File: src/comp_pkg.sv
// Constants and types shared by the dual comparator control logic
`default_nettype none

package comp_pkg;

  // ==========================================================================
  // Register addresses, all on one page
  localparam logic [7:0] SFR_PAGE_CMP   = 8'h00;
  localparam logic [7:0] ADDR_CTRL0     = 8'h9A;
  localparam logic [7:0] ADDR_MODE0     = 8'h9B;
  localparam logic [7:0] ADDR_CTRL1     = 8'h9D;
  localparam logic [7:0] ADDR_MODE1     = 8'h9E;
  localparam logic [7:0] ADDR_MUX0      = 8'h9F;
  localparam logic [7:0] ADDR_MUX1      = 8'hA0;

  localparam logic [1:0][7:0] CTRL_ADDR = {ADDR_CTRL1, ADDR_CTRL0};
  localparam logic [1:0][7:0] MODE_ADDR = {ADDR_MODE1, ADDR_MODE0};
  localparam logic [1:0][7:0] MUX_ADDR  = {ADDR_MUX1, ADDR_MUX0};

  // ==========================================================================
  // Field positions
  localparam int EN_BIT      = 7;
  localparam int OUT_BIT     = 6;
  localparam int RISE_BIT    = 5;
  localparam int FALL_BIT    = 4;
  localparam int HYP_LSB     = 2;
  localparam int HYN_LSB     = 0;
  localparam int RIE_BIT     = 5;
  localparam int FIE_BIT     = 4;
  localparam int MD_LSB      = 0;
  localparam int MUX_POS_LSB = 4;
  localparam int MUX_NEG_LSB = 0;

  // ==========================================================================
  // Values after reset
  localparam logic [1:0] HYST_RESET  = 2'h0;
  localparam logic [1:0] SPEED_RESET = 2'h2;
  localparam logic [3:0] SEL_RESET   = 4'h0;
  localparam logic [7:0] RDATA_RESET = 8'h00;

  // ==========================================================================
  // Per-comparator state
  typedef struct packed {
    logic       en;
    logic [1:0] pos_hyst;
    logic [1:0] neg_hyst;
    logic       rise;
    logic       fall;
    logic       rie;
    logic       fie;
    logic [1:0] speed;
    logic [3:0] pos_sel;
    logic [3:0] neg_sel;
    logic       s1;
    logic       s2;
    logic       prev;
    logic       latched;
    logic       irq;
  } chan_t;

  localparam chan_t CHAN_RESET = '{en: 1'b0, pos_hyst: HYST_RESET, neg_hyst: HYST_RESET,
                                   rise: 1'b0, fall: 1'b0, rie: 1'b0, fie: 1'b0,
                                   speed: SPEED_RESET, pos_sel: SEL_RESET, neg_sel: SEL_RESET,
                                   s1: 1'b0, s2: 1'b0, prev: 1'b0, latched: 1'b0, irq: 1'b0};

  typedef struct packed {
    chan_t [1:0] ch;
    logic  [7:0] rdata;
  } state_t;

endpackage

`default_nettype wire

File: src/dual_comparator_control.sv
// Control and status logic for two identical voltage comparators
`timescale 1ns/10ps
`default_nettype none

module dual_comparator_control
  import comp_pkg::*;
(
  input  wire logic       CLOCK,
  input  wire logic       RST_B,
  input  wire logic [7:0] SFR_ADDR,
  input  wire logic [7:0] SFR_PAGE,
  input  wire logic       SFR_WR,
  input  wire logic       SFR_RD,
  input  wire logic [7:0] SFR_WDATA,
  output logic      [7:0] SFR_RDATA,
  input  wire logic [1:0] CMP_RAW_IN,
  output logic      [1:0] CMP_POWER_ON,
  output logic      [3:0] POS_HYST_SEL,
  output logic      [3:0] NEG_HYST_SEL,
  output logic      [3:0] RESPONSE_SPEED_SEL,
  output logic      [7:0] POS_INPUT_SEL,
  output logic      [7:0] NEG_INPUT_SEL,
  output logic      [1:0] LATCHED_CMP_OUTPUT,
  output logic      [1:0] RAW_CMP_OUTPUT,
  output logic      [1:0] CMP_IRQ
);

  // ==========================================================================
  // Reset release
  logic   rst_b;
  state_t s;
  state_t next_s;

  reset_sync u_reset_sync (
    .clk    (CLOCK),
    .arst_b (RST_B),
    .rst_b  (rst_b)
  );

  // ==========================================================================
  // Helpers
  function automatic logic hit(input logic [7:0] addr, input logic [7:0] page, input logic [7:0] target);
    hit = (addr == target) && (page == SFR_PAGE_CMP);
  endfunction

  function automatic logic [7:0] ctrl_image(input chan_t c);
    logic [7:0] v;
    v = 8'h00;
    v[EN_BIT]            = c.en;
    v[OUT_BIT]           = c.s2;
    v[RISE_BIT]          = c.rise;
    v[FALL_BIT]          = c.fall;
    v[HYP_LSB +: 2]      = c.pos_hyst;
    v[HYN_LSB +: 2]      = c.neg_hyst;
    ctrl_image = v;
  endfunction

  function automatic logic [7:0] mode_image(input chan_t c);
    logic [7:0] v;
    v = 8'h00;
    v[RIE_BIT]      = c.rie;
    v[FIE_BIT]      = c.fie;
    v[MD_LSB +: 2]  = c.speed;
    mode_image = v;
  endfunction

  // ==========================================================================
  // Next state
  always_comb begin
    logic wr_c;
    logic wr_m;
    logic wr_x;
    logic rise_e;
    logic fall_e;
    wr_c   = 1'b0;
    wr_m   = 1'b0;
    wr_x   = 1'b0;
    rise_e = 1'b0;
    fall_e = 1'b0;
    next_s       = s;
    next_s.rdata = RDATA_RESET;
    for (int i = 0; i < 2; i++) begin
      wr_c = SFR_WR && hit(SFR_ADDR, SFR_PAGE, CTRL_ADDR[i]);
      wr_m = SFR_WR && hit(SFR_ADDR, SFR_PAGE, MODE_ADDR[i]);
      wr_x = SFR_WR && hit(SFR_ADDR, SFR_PAGE, MUX_ADDR[i]);
      // Only the second stage and beyond are looked at
      next_s.ch[i].s1   = CMP_RAW_IN[i];
      next_s.ch[i].s2   = s.ch[i].s1;
      next_s.ch[i].prev = s.ch[i].s2;
      // A disabled core has no meaningful output, so no edges count then
      rise_e = s.ch[i].en && s.ch[i].s2 && !s.ch[i].prev;
      fall_e = s.ch[i].en && !s.ch[i].s2 && s.ch[i].prev;
      if (wr_c) begin
        next_s.ch[i].en       = SFR_WDATA[EN_BIT];
        next_s.ch[i].pos_hyst = SFR_WDATA[HYP_LSB +: 2];
        next_s.ch[i].neg_hyst = SFR_WDATA[HYN_LSB +: 2];
      end
      // Hardware only sets; a new edge beats a software clear
      next_s.ch[i].rise = rise_e || (wr_c ? SFR_WDATA[RISE_BIT] : s.ch[i].rise);
      next_s.ch[i].fall = fall_e || (wr_c ? SFR_WDATA[FALL_BIT] : s.ch[i].fall);
      if (wr_m) begin
        next_s.ch[i].rie   = SFR_WDATA[RIE_BIT];
        next_s.ch[i].fie   = SFR_WDATA[FIE_BIT];
        next_s.ch[i].speed = SFR_WDATA[MD_LSB +: 2];
      end
      if (wr_x) begin
        next_s.ch[i].pos_sel = SFR_WDATA[MUX_POS_LSB +: 4];
        next_s.ch[i].neg_sel = SFR_WDATA[MUX_NEG_LSB +: 4];
      end
      next_s.ch[i].latched = s.ch[i].s2 && next_s.ch[i].en;
      next_s.ch[i].irq = (next_s.ch[i].rise && next_s.ch[i].rie) ||
                         (next_s.ch[i].fall && next_s.ch[i].fie);
      if (SFR_RD && hit(SFR_ADDR, SFR_PAGE, CTRL_ADDR[i])) begin
        next_s.rdata = ctrl_image(s.ch[i]);
      end
      if (SFR_RD && hit(SFR_ADDR, SFR_PAGE, MODE_ADDR[i])) begin
        next_s.rdata = mode_image(s.ch[i]);
      end
      if (SFR_RD && hit(SFR_ADDR, SFR_PAGE, MUX_ADDR[i])) begin
        next_s.rdata = {s.ch[i].pos_sel, s.ch[i].neg_sel};
      end
    end
  end

  always_ff @(posedge CLOCK or negedge rst_b) begin
    if (!rst_b) begin
      s <= '{ch: {CHAN_RESET, CHAN_RESET}, rdata: RDATA_RESET};
    end else begin
      s <= next_s;
    end
  end

  // ==========================================================================
  // Outputs
  assign SFR_RDATA = s.rdata;

  for (genvar g = 0; g < 2; g++) begin : g_out
    assign CMP_POWER_ON[g]                = s.ch[g].en;
    assign POS_HYST_SEL[2*g +: 2]         = s.ch[g].pos_hyst;
    assign NEG_HYST_SEL[2*g +: 2]         = s.ch[g].neg_hyst;
    assign RESPONSE_SPEED_SEL[2*g +: 2]   = s.ch[g].speed;
    assign POS_INPUT_SEL[4*g +: 4]        = s.ch[g].pos_sel;
    assign NEG_INPUT_SEL[4*g +: 4]        = s.ch[g].neg_sel;
    assign LATCHED_CMP_OUTPUT[g]          = s.ch[g].latched;
    assign CMP_IRQ[g]                     = s.ch[g].irq;
    // Deliberately a gate, not a flop: it must work with CLOCK stopped
    assign RAW_CMP_OUTPUT[g]              = CMP_RAW_IN[g] & s.ch[g].en;
  end

  logic wr_ctrl0;
  logic wr_mode0;
  assign wr_ctrl0 = SFR_WR && (SFR_ADDR == ADDR_CTRL0) && (SFR_PAGE == SFR_PAGE_CMP);
  assign wr_mode0 = SFR_WR && (SFR_ADDR == ADDR_MODE0) && (SFR_PAGE == SFR_PAGE_CMP);
endmodule // dual_comparator_control

`default_nettype wire

File: src/reset_sync.sv
// Two-stage release synchroniser for the active-low reset
`timescale 1ns/10ps
`default_nettype none

module reset_sync (
  input  wire logic clk,
  input  wire logic arst_b,
  output logic      rst_b
);

  logic [1:0] q;
  logic [1:0] next_q;

  always_comb begin
    next_q = {q[0], 1'b1};
  end

  // Assertion is immediate, release waits two edges
  always_ff @(posedge clk or negedge arst_b) begin
    if (!arst_b) begin
      q <= 2'h0;
    end else begin
      q <= next_q;
    end
  end

  assign rst_b = q[1];

endmodule // reset_sync

`default_nettype wire

File: config.mk
export PLATFORM = sky130hd
export DESIGN_NAME = dual_comparator_control
export DESIGN_NICKNAME = d
export VERILOG_FILES = /design/src/comp_pkg.sv /design/src/dual_comparator_control.sv /design/src/reset_sync.sv
export SDC_FILE = /design/constraint.sdc
export NUM_CORES = 1
export LEC_CHECK = 0
export BUFFER_PORTS_ARGS = -buffer_cell sky130_fd_sc_hd__buf_2
export CORE_UTILIZATION = 47
export DETAILED_ROUTE_END_ITERATION = 16
export GPL_TIMING_DRIVEN = 0
export PLACE_DENSITY = 0.75
export SLEW_MARGIN = 40
export SYNTH_ARGS = -nofsm -noshare
export SYNTH_HDL_FRONTEND = slang
export SYNTH_SLANG_ARGS = --single-unit
File: constraint.sdc
create_clock -name CLOCK -period 1.7 [get_ports CLOCK]
set_clock_uncertainty 0.05 [all_clocks]
set_input_delay 0 -clock CLOCK [delete_from_list [all_inputs] [get_ports CLOCK]]
set_output_delay 0 -clock CLOCK [all_outputs]
set_load 0.005 [all_outputs]
# == Yosys cells after proc, flatten, opt, wreduce, memory -nomap -nowiden ==
# Index checks and enable logic that the tools add are counted.
# Widths: inputs -> output; s select.
# totals
input_bits,30
register_bits,58
word_cells,97
output_inout_bits,44
# classes
n_reduce_logical,43
muxes,14
bitwise,2
n_eq_ne,6
# ops
operator,count
$eq 8x8->1 const B,6
$mux 8,6
$logic_and 1x1->1,32
$mux 5,2
$logic_not 8->1,1
$mux 4,2
$logic_or 1x1->1,6
$logic_not 1->1,4
$mux 1,4
$and 1x1->1,2

# == Logic depth before layout (Yosys ltp) ==
# depth
depth_word,9
ltp_mapped,6
mapped_depth_nobuf,5

# == By module ==
# From an unflattened synthesis, not the netlist that was laid out.
# unflattened
cells_unflattened,249
area_unflattened_um2,2867.8
# by_module_without_submodules
mod,area_per_inst_um2,n_inst,seq_area_each_um2,cells_each
dual_comparator_control,2813.9,1,1403.8,246
reset_sync,53.8,1,50.0,3

# == Worst setup path before layout ==
# OpenSTA, ideal clock, no wires.
# synth_path
path_type,input to register
start,input port SFR_PAGE[3]
end,"register s, in the netlist CMP_IRQ[1]"
setup_time_ns,0.121
cell_stages,5
setup_slack_ns,0.050
arrival_time_ns,1.479
n_path_buf,0
required_time_ns,1.529
cell_sequence,nor4_4 -> and4_1 -> and3b_2 -> mux2_1 -> a22o_1
# synth_rtl
item,line_no,rtl
"start, declared",dual_comparator_control.sv:11,"input wire logic [7:0] SFR_PAGE,"
"end signal, assigned",dual_comparator_control.sv:127,"s <= '{ch: {CHAN_RESET, CHAN_RESET}, rdata: RDATA_RESET};"
"end signal, assigned",dual_comparator_control.sv:129,s <= next_s;
"end, declared",dual_comparator_control.sv:31,state_t s;

# == Worst setup path after layout ==
# layout_path
start,input port SFR_ADDR[0]
end,"register s, in the netlist POS_INPUT_SEL[1]"
# layout_between
elab_chain_cells,3
# layout_rtl
item,line_no,rtl
"start, declared",dual_comparator_control.sv:10,"input wire logic [7:0] SFR_ADDR,"
$eq 8x8->1,dual_comparator_control.sv:43,hit = (addr == target) && (page == SFR_PAGE_CMP);
$logic_and 1x1->1,dual_comparator_control.sv:43,
$logic_and 1x1->1,dual_comparator_control.sv:85,"wr_x = SFR_WR && hit(SFR_ADDR, SFR_PAGE, MUX_ADDR[i]);"
# No other way between the ends.
# A chain may end at the register's enable or synchronous reset.

==> flow_summary.yaml <==
clock_network:
  worst_setup_hold_path_clk_slew_ps: 60
  max_root_sink_buffers: 2
  worst_skew_pair.late_latency_ps: 340
  cts.root.buffer_cell: "clkbuf_8"
  cts_htree_levels: 3
  cts-buffers-inserted: 9
  clock_sink_count: 58
  cts_tree: "yes"
timing:
  report.final.setup_viol: 0
  slew-limit-headroom: 0.522
  worst_pin_slew_ps: 717
  rsz_0062_raised_after_global_routing: "false"
  period_share: 0.895
  report.final.hold_viol_count: 0
  worst_hold_slack_ps: 48.0
  timing.fmax_mhz: 657
  finalCriticalPeriod_ps: 1520
  setup_total_negative_slack_ps: 0
  final_max_slew_viol_count: 0
critical_path:
  worst-r2r-setup-slack_ps: 350
  critical_path_arrival_ps: 1700
  cpMaxStageDelayCell: "clkbuf_1"
  number_of_buffers_and_inverters_on_the_critical_path: 3
  r2r_end: "CMP_IRQ[0]$_DFF_PN0_"
  reg2regPathDepth: 5
  critPathTopFamily: "buffers and inverters"
  slowest_delay_ps: 370
  path_cells: "buf_2 > clkbuf_1 > nand2_1 > nor2_1 > buf_2 > mux2_2"
  crit_path_capture_type: "flip-flop"
  worstReg2RegStart: "CMP_POWER_ON[0]$_DFF_PN0_"
  timing.critical_path.fanout_max: 10
  crit_path_frequent_cell: "buf_2"
  timing.setup.critical_path_class: "primary input to flip-flop"
  element_type_at_the_critical_path_start: "primary input"
  cp.required_ps: 1880
final_layout:
  multiInputGateArea_um2: 1120
  post-route-cell-area_um2: 3740
  seqCellArea_um2: 1460
  syn2layout_area_growth_pct: 27.5
  final_layout_size_suffix_gt1_frac: 0.485
  final_nets: 392
  finalCoreUtilization: 0.629
  final.fill_count: 500
  n_antenna_cell: 0
detailed_routing:
  avgRoutedWirePerCell_um: 15.1
  detail_route.vias_per_cell: 5.20
  detail_route.iter0.violations: 156
  final_antenna_net_count: 0
  detail_route.wirelength_um: 6690
  detailedRoute.firstPassIterationCount: 4
  vias: 2299
  detail_route.drc_violations: 0
power_and_ir_drop:
  p_leak_nw: 2.04
  max-vdd-ir-drop_v: 0.000434
  pwr_dens_nw_per_um2: 718
global_route:
  gr-total-overflow: 0
  grt_antenna_before_repair: 0
  grt_first_pass_wirelength_um: 10500
  first_global_vias: 2199
  grt.total_usage: 0.222
  grt_start_max_net_pins: 57
floorplan:
  start_util: 0.493
  die_height_um: 81.0
  design.core.area_um2: 5960
  num_rows: 28
  die_area_um2: 6570
  boundaryPins: 74
  dieWidth_um: 81.0
place:
  port_buffers: 73
  place_hpwl_um: 4740
  gp_routability_congestion: 0.870
  dpl_cell_area_um2: 3400
synth:
  syn_area_per_cell_um2: 11.3
  synth.ff_latch_count: 58
  synthDominantAreaCellType: "dfrtp_1"
  asyncSetResetFlopFracSynth: 1.00
  mappedNetlistNets: 289
  synth-edff-count: 0
  synth_warnings: 0
  ys_seq_area_frac: 0.495
  number_of_cells_produced_by_synthesis: 259
  synth_flop_cell: "dfrtp_1"
  synth.area.top_cells: "dfrtp_1, buf_4, mux2_2, nand2_1, nor2_1"
  yosys.cell_count.top_type: "dfrtp_1"
  synth_area_um2: 2940
  yosys.area.top_type_share: 0.477
  netlist_top_cells_count: "dfrtp_1, buf_4, mux2_2, nand2_1, nor2_1"
  yosys.cell_types.count: 41
run:
  maxCapViolations: 0
worst_hold_path:
  number_of_cells_on_the_worst_hold_path: 3
  holdPathEnd: "SFR_RDATA[3]$_DFF_PN0_"
  min_path_type: "primary input to flip-flop"
  holdCritStartpoint: "SFR_RD"
run_status:
  outcome: "finished clean"
==> stage by stage <==
step | cells | power (mW) | setup WS [ps]
4_1_cts | 435 | 2.70 | 39.9
3_5_place_dp | 407 | 1.56 | -313
6_report | 442 | 2.69 | 179
2_1_floorplan | 259 | 1.49 | 50.3
3_3_place_gp | 407 | 1.56 | -280
5_1_grt | 442 | 2.78 | 76.3
==> worst min-delay path: stages <==
cell,delay [ps]
buf_2,110
nand2_1,180
o31ai_1,110
==> cell families after synthesis <==
kind of cell | share of synthesized area
simple gates | 0.153
mux | 0.130
compound gates | 0.0951
buf+inv | 0.125
other cells | 0.00128
flops | 0.495
==> report_power, final <==
| part | leakage (nW) | internal [mW] | switching [mW] |
|---|---|---|---|
| clock | 0.0850 | 0.612 | 0.507 |
| combinational | 1.20 | 0.0679 | 0.0779 |
| sequential | 0.758 | 1.39 | 0.0304 |
==> per-layer routing <==
layer	GRT usage	up-vias	part of all wire
li1	-	1084	-
met2	0.345	70	0.47
met5	0	-	0
met3	0.0551	18	0.042
met1	0.281	1127	0.46
met4	0.132	0	0.026
==> repair_timing <==
item                                    in CTS  in global routing
endpoints found under the setup margin       0                 14
buffers inserted                             0                  7
hold buffers                                12                  0
endpoints found under the hold margin       40                  0
gates resized for setup                      0                  1
==> area by class of cell <==
class | instances | area share
flip-flops and latches | 58 | 0.389
multi-input cells | 147 | 0.298
repair buffers | 92 | 0.144
plain buffers | 48 | 0.0919
clock buffers | 16 | 0.0455
well taps | 75 | 0.0251
inverters | 6 | 0.00602
==> layout by cell type, fill, tap and decap left out, drive strengths merged, types with 2 or more instances in the layout <==
| cell | n |
|---|---|
| a22oi | 5 |
| mux2 | 32 |
| clkbuf | 19 |
| and2 | 5 |
| nand4 | 6 |
| a31o | 2 |
| a21o | 2 |
| dfstp | 2 |
| nor2b | 2 |
| a31oi | 6 |
| inv | 6 |
| dfrtp | 56 |
| nor2 | 17 |
| nand2 | 21 |
| o22ai | 3 |
| and3 | 4 |
| a22o | 2 |
| nor3b | 4 |
| a21oi | 4 |
| o31ai | 5 |
| o21ai | 9 |
| dlygate4sd3 | 12 |
| nand3 | 2 |
| o221a | 2 |
| buf | 125 |
| and4 | 4 |
| and3b | 2 |
==> worst max path at each step <==
| stage | slack [ps] | to | depth (start not counted) | startpoint |
|---|---|---|---|---|
| floorplan | 50 | CMP_IRQ[1]$_DFF_PN0_ | 5 | SFR_PAGE[3] |
| global placement | -280 | POS_INPUT_SEL[6]$_DFFE_PN0P_ | 5 | SFR_ADDR[6] |
| detailed placement | -310 | POS_INPUT_SEL[6]$_DFFE_PN0P_ | 5 | SFR_ADDR[6] |
| CTS | 40 | POS_INPUT_SEL[6]$_DFFE_PN0P_ | 5 | SFR_ADDR[6] |
| global route | 80 | POS_INPUT_SEL[1]$_DFFE_PN0P_ | 6 | SFR_ADDR[0] |
| finish | 180 | POS_INPUT_SEL[1]$_DFFE_PN0P_ | 6 | SFR_ADDR[0] |
==> flip-flops by register name, summed over array words and instances (netlist names) <==
register	count
NEG_INPUT_SEL	8
NEG_HYST_SEL	4
RESPONSE_SPEED_SEL	4
LATCHED_CMP_OUTPUT	2
SFR_RDATA	8
CMP_IRQ	2
u_reset_sync.q	2
s	10
next_s	4
CMP_POWER_ON	2
POS_INPUT_SEL	8
POS_HYST_SEL	4
(Power assumes the default switching activity.)
